$ cat src/tsf_pkg.sv
package tsf_pkg;

  // ****************************************
  // register map
  // ****************************************
  localparam logic [7:0] TSF_OFF_CONFIG1       = 8'h00;
  localparam logic [7:0] TSF_OFF_CONFIG3       = 8'h01;
  localparam logic [7:0] TSF_OFF_CH1_LIMIT     = 8'h02;
  localparam logic [7:0] TSF_OFF_CH4_LIMIT     = 8'h03;
  localparam logic [7:0] TSF_OFF_OVERTEMP_STAT = 8'h04;
  localparam logic [7:0] TSF_OFF_DIODE_FAULT   = 8'h05;
  localparam logic [7:0] TSF_OFF_IRQ_STATUS    = 8'h06;
  localparam logic [7:0] TSF_OFF_IRQ_MASK      = 8'h07;
  localparam logic [7:0] TSF_OFF_SEQ_STATE     = 8'h08;

  // ****************************************
  // field positions
  // ****************************************
  localparam int TSF_CFG1_RCANCEL_BIT  = 3;
  localparam int TSF_CFG3_MASK_CH1_BIT = 0;
  localparam int TSF_CFG3_MASK_CH4_BIT = 3;
  localparam int TSF_OT_CH1_BIT        = 0;
  localparam int TSF_OT_CH4_BIT        = 3;
  localparam int TSF_DF_LSB            = 1;
  localparam int TSF_DF_SPARE_LO       = 5;
  localparam int TSF_IRQ_OT_CH1        = 0;
  localparam int TSF_IRQ_OT_CH4        = 1;
  localparam int TSF_IRQ_FAULT         = 2;
  localparam int TSF_IRQ_CONV_DONE     = 3;

  // ****************************************
  // reset values
  // ****************************************
  localparam logic [7:0] TSF_RST_CONFIG   = 8'h00;
  localparam logic [7:0] TSF_RST_LIMIT    = 8'h7f;
  localparam logic [3:0] TSF_RST_IRQ_MASK = 4'h0;

  // ****************************************
  // timing
  // ****************************************
  localparam int unsigned TSF_CLK_HZ        = 100_000_000;
  localparam int unsigned TSF_CYC_PER_MS    = TSF_CLK_HZ / 1000;
  localparam int unsigned TSF_RCANCEL_MS    = 125;
  localparam int unsigned TSF_RCANCEL_CYC   = TSF_RCANCEL_MS * TSF_CYC_PER_MS;
  localparam int unsigned TSF_CONV_MS       = 50;
  localparam int unsigned TSF_CONV_CYC      = TSF_CONV_MS * TSF_CYC_PER_MS;
  localparam int unsigned TSF_HYST_DEG      = 4;

  // ****************************************
  // types
  // ****************************************
  typedef enum logic [1:0] {
    TSF_SEQ_PICK = 2'b00,
    TSF_SEQ_CONV = 2'b01
  } tsf_seq_type;

  typedef struct packed {
    logic [7:0] addr;
    logic [7:0] wdata;
    logic       wr;
    logic       rd;
  } tsf_bus_req_type;

  typedef struct packed {
    logic [3:0][7:0] temp;
    logic [3:0]      junction_open;
    logic [3:0]      junction_anode_input_high;
  } tsf_meas_type;

  typedef struct packed {
    tsf_seq_type seq;
    logic [1:0]  ch;
    logic [31:0] cnt;
    logic        rc_on;
    logic [7:0]  cfg1;
    logic [7:0]  cfg3;
    logic [7:0]  lim1;
    logic [7:0]  lim4;
    logic [1:0]  ot_flags;
    logic [3:0]  fault;
    logic        por_done;
    logic [3:0]  irq_st;
    logic [3:0]  irq_mask;
    logic [7:0]  rdata;
  } tsf_state_type;

  typedef struct packed {
    logic cond;
  } tsf_chan_state_type;

endpackage : tsf_pkg

$ cat src/tsf_overtemp_chan.sv
`timescale 1ns/100ps
module tsf_overtemp_chan
  import tsf_pkg::*;
#(
  parameter int unsigned W    = 8,
  parameter int unsigned HYST = TSF_HYST_DEG
) (
  input  wire logic         mclk,
  input  wire logic         rst,
  input  wire logic         eval,
  input  wire logic [W-1:0] temp,
  input  wire logic [W-1:0] limit,
  output logic              over_cond,
  output logic              over_event
);

  if (W < 2 || HYST >= (1 << W)) begin : g_bad_param
    $error("tsf_overtemp_chan: bad width or hysteresis");
  end

  tsf_chan_state_type s_r;
  tsf_chan_state_type s_nxt;
  logic               above;
  logic               below_hyst;

  // widened by one bit so the hysteresis sum cannot wrap
  assign above      = temp > limit;
  assign below_hyst = ({1'b0, temp} + W'(HYST)) < {1'b0, limit};
  assign over_event = eval & above;
  assign over_cond  = s_r.cond;

  always_comb begin
    s_nxt = s_r;
    if (eval && above) begin
      s_nxt.cond = 1'b1;
    end else if (eval && below_hyst) begin
      s_nxt.cond = 1'b0;
    end
  end

  always_ff @(posedge mclk or posedge rst) begin
    if (rst) begin
      s_r <= '0;
    end else begin
      s_r <= s_nxt;
    end
  end

endmodule : tsf_overtemp_chan

$ cat src/tsf_status_flags.sv
`timescale 1ns/100ps
// What this block does
// - set overtemp status bit 3 when channel 4 exceeds its limit
// - set overtemp status bit 0 when channel 1 exceeds its limit
// - fault status bits 6 and 5 read 0 after reset, 1 afterwards
// - fault status bit n set while channel n junction open or anode high
// - resistance cancellation on channel 1 only, while config1 bit 3 set
// - cancellation lengthens the channel 1 conversion by 125 ms
// - overtemp flags clear only on read; read leaves the pin alone
// - overtemp condition removed only below limit minus 4 degrees
// - faulted channels are skipped by the conversion sequence
// - config3 bit 3 keeps channel 4 overtemp off the pin
module tsf_status_flags
  import tsf_pkg::*;
#(
  parameter int unsigned CONV_CYCLES    = TSF_CONV_CYC,
  parameter int unsigned RCANCEL_CYCLES = TSF_RCANCEL_CYC
) (
  input  wire logic            mclk,
  input  wire logic            rst,
  input  wire tsf_bus_req_type bus_req,
  output logic [7:0]           rdata,
  input  wire tsf_meas_type    meas,
  output logic [1:0]           conv_channel,
  output logic                 conv_busy,
  output logic                 conv_done,
  output logic                 rcancel_active,
  output logic                 ch1_overtemp_flag,
  output logic                 ch4_overtemp_flag,
  output logic                 overtemp_output,
  output logic                 irq
);

  if (CONV_CYCLES < 1 || RCANCEL_CYCLES < 1 ||
      CONV_CYCLES + RCANCEL_CYCLES > 32'hffff_ffff - 1) begin : g_bad_param
    $error("tsf_status_flags: conversion counts out of range");
  end

  // ****************************************
  // state
  // ****************************************
  tsf_state_type s_r;
  tsf_state_type s_nxt;

  logic       cond1;
  logic       cond4;
  logic       ev1;
  logic       ev4;
  logic       eval1;
  logic       eval4;
  logic       pick_ok;
  logic [1:0] pick_ch;
  logic [3:0] fault_in;
  logic       wr_hit;
  logic       rd_ot;

  assign fault_in = meas.junction_open | meas.junction_anode_input_high;
  assign wr_hit   = bus_req.wr;
  assign rd_ot    = bus_req.rd && bus_req.addr == TSF_OFF_OVERTEMP_STAT;

  // conversion of a channel finishes when the counter runs out
  assign conv_done = s_r.seq == TSF_SEQ_CONV && s_r.cnt == 32'h0 && !s_r.fault[s_r.ch];
  assign eval1     = conv_done && s_r.ch == 2'h0;
  assign eval4     = conv_done && s_r.ch == 2'h3;

  // ****************************************
  // overtemp comparators
  // ****************************************
  tsf_overtemp_chan #(
    .W    (8),
    .HYST (TSF_HYST_DEG)
  ) u_ot_ch1 (
    .mclk       (mclk),
    .rst        (rst),
    .eval       (eval1),
    .temp       (meas.temp[0]),
    .limit      (s_r.lim1),
    .over_cond  (cond1),
    .over_event (ev1)
  );

  tsf_overtemp_chan #(
    .W    (8),
    .HYST (TSF_HYST_DEG)
  ) u_ot_ch4 (
    .mclk       (mclk),
    .rst        (rst),
    .eval       (eval4),
    .temp       (meas.temp[3]),
    .limit      (s_r.lim4),
    .over_cond  (cond4),
    .over_event (ev4)
  );

  // ****************************************
  // next channel search
  // ****************************************
  always_comb begin
    logic [1:0] idx;
    idx     = 2'h0;
    pick_ok = 1'b0;
    pick_ch = s_r.ch;
    for (int i = 1; i <= 4; i++) begin
      idx = s_r.ch + 2'(i);
      if (!pick_ok && !s_r.fault[idx]) begin
        pick_ok = 1'b1;
        pick_ch = idx;
      end
    end
  end

  // ****************************************
  // next state
  // ****************************************
  always_comb begin
    logic [7:0] rd_mux;
    logic [3:0] irq_ev;
    logic [3:0] irq_clr;
    rd_mux  = 8'h00;
    irq_ev  = 4'h0;
    irq_clr = 4'h0;
    s_nxt   = s_r;

    s_nxt.por_done = 1'b1;
    s_nxt.fault    = fault_in;

    // sequencer
    case (s_r.seq)
      TSF_SEQ_PICK: begin
        if (pick_ok) begin
          s_nxt.seq   = TSF_SEQ_CONV;
          s_nxt.ch    = pick_ch;
          s_nxt.rc_on = pick_ch == 2'h0 && s_r.cfg1[TSF_CFG1_RCANCEL_BIT];
          if (pick_ch == 2'h0 && s_r.cfg1[TSF_CFG1_RCANCEL_BIT]) begin
            s_nxt.cnt = 32'(CONV_CYCLES + RCANCEL_CYCLES - 1);
          end else begin
            s_nxt.cnt = 32'(CONV_CYCLES - 1);
          end
        end
      end
      TSF_SEQ_CONV: begin
        // a channel that faults mid-conversion is dropped, not measured
        if (s_r.fault[s_r.ch] || s_r.cnt == 32'h0) begin
          s_nxt.seq   = TSF_SEQ_PICK;
          s_nxt.rc_on = 1'b0;
        end else begin
          s_nxt.cnt = s_r.cnt - 32'h1;
        end
      end
      default: begin
        s_nxt.seq = TSF_SEQ_PICK;
      end
    endcase

    // overtemp flags: read clears, a new event in the same cycle wins
    if (rd_ot) begin
      s_nxt.ot_flags = 2'b00;
    end
    if (ev1) begin
      s_nxt.ot_flags[0] = 1'b1;
    end
    if (ev4) begin
      s_nxt.ot_flags[1] = 1'b1;
    end

    // register writes
    if (wr_hit) begin
      case (bus_req.addr)
        TSF_OFF_CONFIG1:    s_nxt.cfg1 = bus_req.wdata;
        TSF_OFF_CONFIG3:    s_nxt.cfg3 = bus_req.wdata;
        TSF_OFF_CH1_LIMIT:  s_nxt.lim1 = bus_req.wdata;
        TSF_OFF_CH4_LIMIT:  s_nxt.lim4 = bus_req.wdata;
        TSF_OFF_IRQ_STATUS: irq_clr    = bus_req.wdata[3:0];
        TSF_OFF_IRQ_MASK:   s_nxt.irq_mask = bus_req.wdata[3:0];
        default: begin
        end
      endcase
    end

    // interrupt status, write one to clear, set wins
    irq_ev[TSF_IRQ_OT_CH1]    = ev1;
    irq_ev[TSF_IRQ_OT_CH4]    = ev4;
    irq_ev[TSF_IRQ_FAULT]     = |(fault_in & ~s_r.fault);
    irq_ev[TSF_IRQ_CONV_DONE] = conv_done;
    s_nxt.irq_st = (s_r.irq_st & ~irq_clr) | irq_ev;

    // read mux, data valid only in the cycle after the strobe
    case (bus_req.addr)
      TSF_OFF_CONFIG1:       rd_mux = s_r.cfg1;
      TSF_OFF_CONFIG3:       rd_mux = s_r.cfg3;
      TSF_OFF_CH1_LIMIT:     rd_mux = s_r.lim1;
      TSF_OFF_CH4_LIMIT:     rd_mux = s_r.lim4;
      TSF_OFF_OVERTEMP_STAT: begin
        rd_mux[TSF_OT_CH1_BIT] = s_r.ot_flags[0];
        rd_mux[TSF_OT_CH4_BIT] = s_r.ot_flags[1];
      end
      TSF_OFF_DIODE_FAULT: begin
        rd_mux[TSF_DF_LSB +: 4]      = s_r.fault;
        rd_mux[TSF_DF_SPARE_LO +: 2] = {2{s_r.por_done}};
      end
      TSF_OFF_IRQ_STATUS:    rd_mux = {4'h0, s_r.irq_st};
      TSF_OFF_IRQ_MASK:      rd_mux = {4'h0, s_r.irq_mask};
      TSF_OFF_SEQ_STATE:     rd_mux = {3'h0, s_r.rc_on, s_r.seq == TSF_SEQ_CONV, 1'b0, s_r.ch};
      default:               rd_mux = 8'h00;
    endcase
    s_nxt.rdata = bus_req.rd ? rd_mux : 8'h00;
  end

  always_ff @(posedge mclk or posedge rst) begin
    if (rst) begin
      s_r          <= '0;
      s_r.seq      <= TSF_SEQ_PICK;
      s_r.ch       <= 2'h3;
      s_r.cfg1     <= TSF_RST_CONFIG;
      s_r.cfg3     <= TSF_RST_CONFIG;
      s_r.lim1     <= TSF_RST_LIMIT;
      s_r.lim4     <= TSF_RST_LIMIT;
      s_r.irq_mask <= TSF_RST_IRQ_MASK;
    end else begin
      s_r <= s_nxt;
    end
  end

  // ****************************************
  // outputs
  // ****************************************
  assign rdata             = s_r.rdata;
  assign conv_channel      = s_r.ch;
  assign conv_busy         = s_r.seq == TSF_SEQ_CONV;
  assign rcancel_active    = s_r.seq == TSF_SEQ_CONV && s_r.rc_on;
  assign ch1_overtemp_flag = s_r.ot_flags[0];
  assign ch4_overtemp_flag = s_r.ot_flags[1];
  // pin follows the live condition, so reading the flags never drops it
  assign overtemp_output   = (cond1 && !s_r.cfg3[TSF_CFG3_MASK_CH1_BIT]) ||
                             (cond4 && !s_r.cfg3[TSF_CFG3_MASK_CH4_BIT]);
  assign irq               = |(s_r.irq_st & s_r.irq_mask);
endmodule : tsf_status_flags
$ cat config.mk
export PLATFORM = sky130hd
export DESIGN_NAME = tsf_status_flags
export DESIGN_NICKNAME = d
export VERILOG_FILES = /design/src/tsf_pkg.sv /design/src/tsf_overtemp_chan.sv /design/src/tsf_status_flags.sv
export SDC_FILE = /design/constraint.sdc
export NUM_CORES = 1
export LEC_CHECK = 0
export ABC_AREA = 1
export BUFFER_PORTS_ARGS = -buffer_cell sky130_fd_sc_hd__buf_2
export CAP_MARGIN = 20
export CORE_MARGIN = 4
export CORE_UTILIZATION = 23
export CTS_CLUSTER_DIAMETER = 120
export DETAILED_ROUTE_END_ITERATION = 6
export GPL_TIMING_DRIVEN = 0
export SYNTH_ARGS = -nofsm -noshare
export SYNTH_HDL_FRONTEND = slang
export SYNTH_SLANG_ARGS = --single-unit
export TNS_END_PERCENT = 20
$ cat constraint.sdc
create_clock -name mclk -period 2.9 [get_ports mclk]
set_input_delay 0.435 -clock mclk [delete_from_list [all_inputs] [get_ports mclk]]
set_output_delay 0.435 -clock mclk [all_outputs]
set_load 0.02 [all_outputs]
==> results of run 1 <==
[cell type report]
cell class,instances,share of cell area [%]
flip-flops and latches,93,32.5
inverters,106,5.65
multi-input cells,606,45.2
plain buffers,25,2.36
clock buffers,10,3.17
well taps,335,5.81
clock inverters,6,0.711
repair buffers,61,4.54
[flip-flops by register name (all words and copies together) (netlist names)]
signal              cells
ch1_overtemp_flag       1
ch4_overtemp_flag       1
conv_channel            2
rdata                   8
s_r                    79
u_ot_ch1.over_cond      1
u_ot_ch4.over_cond      1
[worst max-delay path by stage]
stage | startpoint | endpoint | slack [ns] | cells past startpoint
after floorplan | rst | ch1_overtemp_flag | 0.07 | 1
after global placement | rst | s_r[9] | -1.25 | 2
after detailed placement | conv_channel[0] | s_r[62] | 0.46 | 10
after CTS | s_r[78] | conv_done | 0.37 | 6
after global routing | conv_channel[0] | s_r[73] | 0.21 | 10
final | s_r[78] | conv_done | 0.43 | 6
[report_power, final]
group | internal [W] | total (W) | switching, W
clock | 0.000598 | 0.00116 | 0.000564
combinational | 0.000698 | 0.00205 | 0.00135
sequential | 0.00147 | 0.00164 | 0.000171
[routing by layer]
layer	GRT usage (%)	vias up	part of all wire [%]
met5	0	-	0
met2	19.3	149	46
li1	-	2858	-
met1	16.8	2635	48
met3	2.79	15	5.7
met4	2.63	0	1.1
[cells in the mapped netlist, types with 2 or more instances]
library cell,count
nand3b_1,5
inv_1,98
dfstp_2,16
nor3_1,8
a21oi_1,46
o21ai_0,64
a22o_1,3
inv_2,6
buf_4,11
nand3_1,42
buf_6,4
o211ai_1,2
nand2_1,182
a211oi_1,2
o21ai_1,5
nor2_1,106
o21a_1,4
o22ai_1,4
nand2_4,4
ha_1,34
nand2_2,5
xnor2_1,3
o21ai_2,6
nand4_1,25
a31oi_1,4
nor4_1,2
a22oi_1,4
nand3_2,4
dfrtp_1,77
nor2_4,2
clkbuf_1,6
buf_2,4
xor2_1,17
nor2_2,6
or2_2,5
[through the flow]
step                      power (W)  TNS [ns]  utilization, %  cell area, um2  instances
after floorplan             0.00316         0               -            6180        830
after global placement      0.00368    -99.92            26.3            6900       1225
after detailed placement    0.00372         0            26.4            6930       1226
after CTS                   0.00489         0            27.5            7210       1242
after global routing        0.00522         0            27.5            7210       1242
final                       0.00485         0            27.5            7210       1242
[cells by family (layout without fill, tap and decap cells)]
group	after synthesis	count (layout)	share of synthesized area [%]
and+or+nand+nor	402	402	29.3
AOI/OAI and AO/OA	149	149	13.7
buffers and inverters	131	208	9.31
DFF	93	93	38.0
adders and majority gates	34	34	6.88
xor gates and xnor gates	20	20	2.83
other	1	1	0.0606
==> flow_summary.toml, run 1 <==
[floorplan]
io_pins = 77
fp.coreArea_um2 = 26300
chipHeight_um = 172
rows = 59
start_util_pct = 23.5
die_w_um = 172
die_area_um2 = 29600

[grt]
grt_max_degree = 70
first_global_vias = 5509
grt_pass1_wl_um = 28600
antenna_found_initial = 0
grt_overflow = 0
track_usage_pct = 12.1

[timing]
relSlewSlack_pct = 44.3
finalCritPeriodShare_pct = 85.2
rsz0062_at_grt = "no"
hold_violations = 0
fin_ws_ns = 0.430
worst_pin_slew_ns = 0.828
setup_viol_count_final = 0
fin_skew_ns = 0.0105
clock.fmax_ghz = 0.405
hold_slack_ns = 0.0588
min_period_ns = 2.47
slew_viol_final = 0

[clock_tree]
clkLatencyLatePin_ns = 0.36
holdBufCountCts = 0
clkSinkCount = 93
cts_resized = 0
clock_path_buffers = 2
cts-buffers-inserted = 9
cts_tree = "yes"
cts-root-buf = "clkbuf_16"
post-cts-setup-buffers = 0
cts_max_level = 3
cts.clk_slew.worst_paths_ns = 0.07

[synthesis]
synth_warnings = 0
netlist_area_um2 = 6180
synth-edff-count = 0
synth.distinct_cells = 49
synthFlopType = "dfrtp_1"
synth_area_leaders = "dfrtp_1 31%, nand2_1 11%, ha_1 6.9%, dfstp_2 6.8%, nor2_1 6.4%"
synth_nets = 924
ys_seq_area_share_pct = 38.0
syn_inst = 830
synth_top_area_share_pct = 31.2
ys_seq_elements = 93
yosys.area.top_type = "dfrtp_1"
ys_async_sr_fraction_pct = 100
post_synth.cell_area_avg_um2 = 7.45

[detailed_routing]
wire_per_inst_um = 13.9
drt_iter0_drc = 356
drc = 0
firstDrtPassIters = 5
antenna_left = 0
routed_wl_um = 17200
vias = 5657
vias_per_cell = 4.55

[layout]
final_common_cell = "nand2_1"
multi_input_area_um2 = 3260
nets = 996
nFillCells = 2896
area_growth_syn_to_layout_pct = 16.6
seq_area_um2 = 2350
drive_above_1_share_pct = 17.2
diodes = 0
final_cell_mix = "182 x nand2_1, 106 x nor2_1, 97 x inv_1, 77 x dfrtp_1"

[setup_path]
crit_fanout = 5
start_kind = "flip-flop"
path_delay_family = "simple AND/OR/NAND/NOR gates"
slowest_stage = "dfrtp_1"
r2r-end = "s_r[73]"
crit_arrival_ns = 2.03
crit_buf_inv = 1
critical_path_class = "flip-flop to output pin"
path_cells = "nor2_1, nand2_1, nor3_4, nand4_2, nor2_1, buf_2"
r2r_cells = 10
cpPeakStageDelay_ns = 0.45
reg2reg_slack_ns = 0.44
required_ns = 2.47
timing.rr.start = "conv_channel[0]"
crit_top_cell = "nor2_1"
crit_path_end_kind = "output pin"

[pwr]
powerDensity_nw_per_um2 = 672
leakagePower_nw = 3.37
vdd_ir_drop_max_mv = 0.286

[placed_design]
detailed_place_hpwl_um = 13400
place_congestion = 0.902
portBuffers = 60
place_ws_ns = 0.463

[run]
max_cap_violations = 0

[outcome]
status = "completed"

[hold_path]
hold_class = "input pin to async pin"
No activity file was read; power rests on OpenSTA's default activity.
==> run 2, diff against run 1 <==
- RECOVER_POWER: default -> 100
==> flow_summary.toml, run 2 (synthesized netlist as in run 1, its figures left out) <==
[clock_tree]
holdBufCountCts = 0
cts-root-buf = "clkbuf_16"
cts_resized = 0
cts-buffers-inserted = 9
clkLatencyLatePin_ns = 0.36
post-cts-setup-buffers = 0
cts_tree = "yes"
clock_path_buffers = 2
clkSinkCount = 93
cts.clk_slew.worst_paths_ns = 0.07
cts_max_level = 3

[timing]
finalCritPeriodShare_pct = 88.8
hold_violations = 0
clock.fmax_ghz = 0.388
tns_ns = 0
rsz0062_at_grt = "no"
min_period_ns = 2.58
worst_pin_slew_ns = 1.21
relSlewSlack_pct = 18.7
slew_viol_final = 0
fin_skew_ns = 0.0105
setup_viol_count_final = 0
fin_ws_ns = 0.324

[pwr]
leakagePower_nw = 3.30
total_power_w = 0.00479
vdd_ir_drop_max_mv = 0.284
powerDensity_nw_per_um2 = 669

[placed_design]
place_ws_ns = 0.463
place_congestion = 0.902
placedInstanceArea_um2 = 6930
detailed_place_hpwl_um = 13400
portBuffers = 60

[grt]
met2_usage_pct = 19.3
first_global_vias = 5509
grt_pass1_wl_um = 28600
track_usage_pct = 12.1
grt_overflow = 0
grt_use_met1_pct = 16.8
grt_max_degree = 70
grtUsageMet3_pct = 2.79
busiest_layer = "met2"
antenna_found_initial = 0

[setup_path]
timing.rr.start = "conv_channel[1]"
crit_buf_inv = 1
r2r-end = "s_r[61]"
crit_arrival_ns = 2.14
path_delay_family = "simple AND/OR/NAND/NOR gates"
critical_path_class = "flip-flop to output pin"
r2r_cells = 11
cpPeakStageDelay_ns = 0.45
required_ns = 2.47
slowest_stage = "dfrtp_1"
crit_fanout = 5
path_cells = "nor2_1, nand2_1, nor3_4, nand4_1, nor2_1, buf_2"
start_kind = "flip-flop"
reg2reg_slack_ns = 0.32
path_depth = 6
crit_path_end_kind = "output pin"
crit_top_cell = "nor2_1"

[floorplan]
io_pins = 77
chipHeight_um = 172
fp.coreArea_um2 = 26300
die_w_um = 172
die_area_um2 = 29600
start_util_pct = 23.5
rows = 59

[layout]
fin_area_um2 = 7160
nFillCells = 2912
area_growth_syn_to_layout_pct = 15.7
drive_above_1_share_pct = 14.2
largest_register_ffs = 79
diodes = 0
multi_input_area_um2 = 3230
finalCoreUtilization_pct = 27.2
final_cell_mix = "183 x nand2_1, 107 x nor2_1, 100 x inv_1, 77 x dfrtp_1, 71 x o21ai_0"
final_common_cell = "nand2_1"
largest_register = "s_r"
nets = 996
seq_area_um2 = 2350

[detailed_routing]
wire_per_inst_um = 13.9
firstDrtPassIters = 5
vias_per_cell = 4.56
routed_wl_um = 17300
drt_iter0_drc = 368
drc = 0
vias = 5659
antenna_left = 0

[hold_path]
holdPathEnd = "s_r[20]"
hold_start = "meas[7]"
hold_class = "input pin to flip-flop"
holdPathStages = 2

[run]
max_cap_violations = 0

[outcome]
status = "completed"
run 2: worst max path at each step:
stage,start,endpoint,slack [ns]
floorplan,rst,ch1_overtemp_flag,0.07
global placement,rst,s_r[9],-1.25
detailed placement,conv_channel[0],s_r[62],0.46
CTS,s_r[78],conv_done,0.37
global route,conv_channel[1],s_r[61],0.12
finish,s_r[78],conv_done,0.32
run 2: cell type report:
class / instances / area share (%)
multi-input cells: 606 / 45.1
flip-flops and latches: 93 / 32.8
inverters: 106 / 5.68
plain buffers: 25 / 2.31
well taps: 335 / 5.86
repair buffers: 61 / 4.32
clock inverters: 6 / 0.717
clock buffers: 10 / 3.20
run 2: stage by stage:
stage          hold slack [ns]  std cells
4_1_cts                 0.0722       1242
5_1_grt                  0.293       1242
6_report                 0.288       1242
3_5_place_dp             0.452       1226
2_1_floorplan            0.453        830
3_3_place_gp             0.467       1225
run 2: power by group:
| group | leakage, nW | switching (W) | internal, W |
|---|---|---|---|
| sequential | 1.13 | 0.000171 | 0.00147 |
| clock | 0.140 | 0.000566 | 0.000598 |
| combinational | 2.02 | 0.00131 | 0.000674 |
| total | 3.30 | 0.00205 | 0.00274 |
run 2: layer usage:
layer  vias to the layer above  share of wire [%]
met4                         0                1.1
met5                         -                  0
met2                       122                 45
met1                      2668                 49
li1                       2855                  -
met3                        14                5.0
run 2: worst reg2reg max path: cells and delay by family, from the launching register on:
kind | cells | cell delay (ns)
compound gates | 1 | 0.12
fa+ha+maj | 1 | 0.42
buf+inv | 3 | 0.48
flops | 1 | 0.63
simple gates | 6 | 0.86
==> run 3, diff against run 2 <==
- PLACE_DENSITY: default -> 0.43
==> flow_summary.toml, run 3 (synthesized netlist as in run 1, its figures left out) <==
[setup_path]
crit_path_end_kind = "flip-flop"
reg2reg_slack_ns = 0.34
r2r-end = "s_r[61]"
path_depth = 12
crit_buf_inv = 4
slowest_stage = "dfstp_1"
critical_path_class = "flip-flop to flip-flop"
crit_fanout = 10
startpoint = "conv_channel[0]"
r2r_cells = 12
crit_end = "s_r[61]"
required_ns = 3.17
crit_top_cell = "buf_6"
path_delay_family = "simple AND/OR/NAND/NOR gates"
cpPeakStageDelay_ns = 0.62
timing.rr.start = "conv_channel[0]"
path_cells = "buf_6, inv_8, ha_1, inv_1, nand3_2, nand2_2, nor2_4, nand3b_4, nand2_1, buf_6, nor2_2, a21oi_1"
start_kind = "flip-flop"
crit_arrival_ns = 2.83

[clock_tree]
holdBufCountCts = 0
cts_resized = 0
cts-root-buf = "clkbuf_16"
clock_path_buffers = 2
post-cts-setup-buffers = 0
cts_max_level = 3
cts_tree = "yes"
cts-buffers-inserted = 9
clkLatencyLatePin_ns = 0.36
cts.clk_slew.worst_paths_ns = 0.08
clkSinkCount = 93

[placed_design]
detailed_place_hpwl_um = 14400
place_congestion = 0.824
placed_cells = 1226
placedInstanceArea_um2 = 6930
portBuffers = 60

[detailed_routing]
routed_wl_um = 18600
wire_per_inst_um = 15.0
drt_iter0_drc = 351
vias = 5547
vias_per_cell = 4.47
antenna_left = 0
firstDrtPassIters = 6
drc = 0

[timing]
min_period_ns = 2.56
slew_viol_final = 0
rsz0062_at_grt = "no"
relSlewSlack_pct = 9.33
hold_violations = 0
fin_skew_ns = 0.0147
setup_viol_count_final = 0
finalCritPeriodShare_pct = 88.3
worst_pin_slew_ns = 1.35
clock.fmax_ghz = 0.390
tns_ns = 0

[layout]
nets = 996
area_growth_syn_to_layout_pct = 15.5
drive_above_1_share_pct = 14.6
finalCoreUtilization_pct = 27.2
final_cells = 1242
largest_register = "s_r"
largest_register_ffs = 79
diodes = 0
final_cell_mix = "184 x nand2_1, 106 x nor2_1, 99 x inv_1, 77 x dfrtp_1, 70 x o21ai_0"
nFillCells = 2969
fin_area_um2 = 7140
final_common_cell = "nand2_1"

[pwr]
leakagePower_nw = 3.30
powerDensity_nw_per_um2 = 678
vdd_ir_drop_max_mv = 0.307
total_power_w = 0.00484

[grt]
grt_overflow = 0
first_global_vias = 5251
antenna_found_initial = 0
grt_max_degree = 67
grt_pass1_wl_um = 29600
track_usage_pct = 12.8

[floorplan]
fp.coreArea_um2 = 26300
chipHeight_um = 172
start_util_pct = 23.5
rows = 59
io_pins = 77
die_area_um2 = 29600
die_w_um = 172

[hold_path]
hold_class = "input pin to flip-flop"

[outcome]
status = "completed"

[run]
max_cap_violations = 0
[run 3: cell counts in the layout (fill, tap and decap cells not counted)]
No cell type changed its count.
[run 3: cell type report]
class | count | area (um2) | share of cell area (%)
Buffer | 25 | 165 | 2.31
Clock inverter | 6 | 51.3 | 0.718
Timing Repair Buffer | 61 | 292 | 4.08
Clock buffer | 10 | 239 | 3.35
Tap cell | 335 | 419 | 5.87
Inverter | 106 | 407 | 5.69
Multi-Input combinational cell | 606 | 3220 | 45.1
Sequential cell | 93 | 2350 | 32.9
[run 3: worst min path at each step]
stage	start	end	slack [ns]	cells after the start
floorplan	s_r[50]	s_r[50]	0.45	2
global placement	s_r[43]	s_r[43]	0.47	2
detailed placement	s_r[45]	s_r[45]	0.47	2
CTS	rst	s_r[82]	0.10	2
global route	meas[3]	s_r[20]	0.29	2
finish	meas[6]	s_r[19]	0.28	2
[run 3: worst reg2reg max path, stage by stage, from the launching register on]
cell      delay, ns
dfstp_1        0.62
buf_6          0.19
inv_8          0.05
ha_1           0.39
inv_1          0.11
nand3_2        0.11
nand2_2        0.07
nor2_4         0.13
nand3b_4       0.10
nand2_1        0.31
buf_6          0.22
nor2_2         0.04
a21oi_1        0.13
[run 3: where the power goes]
part	switching, W	internal [W]
logic	0.00133	0.000665
clock network	0.000574	0.000622
registers	0.000187	0.00146
[run 3: through the flow]
stage / setup slack, ns / hold slack, ns
2_1_floorplan: 0.0712 / 0.453
3_3_place_gp: -1.51 / 0.467
3_5_place_dp: 0.387 / 0.474
4_1_cts: 0.344 / 0.102
5_1_grt: 0.113 / 0.286
6_report: 0.339 / 0.284
[run 3: layer usage]
layer	global-route usage (%)	wire length, um	part of all wire [%]
met2	20.0	8310	45
met4	2.32	182	0.98
met3	2.13	693	3.7
met1	18.7	9400	51
met5	0	0	0
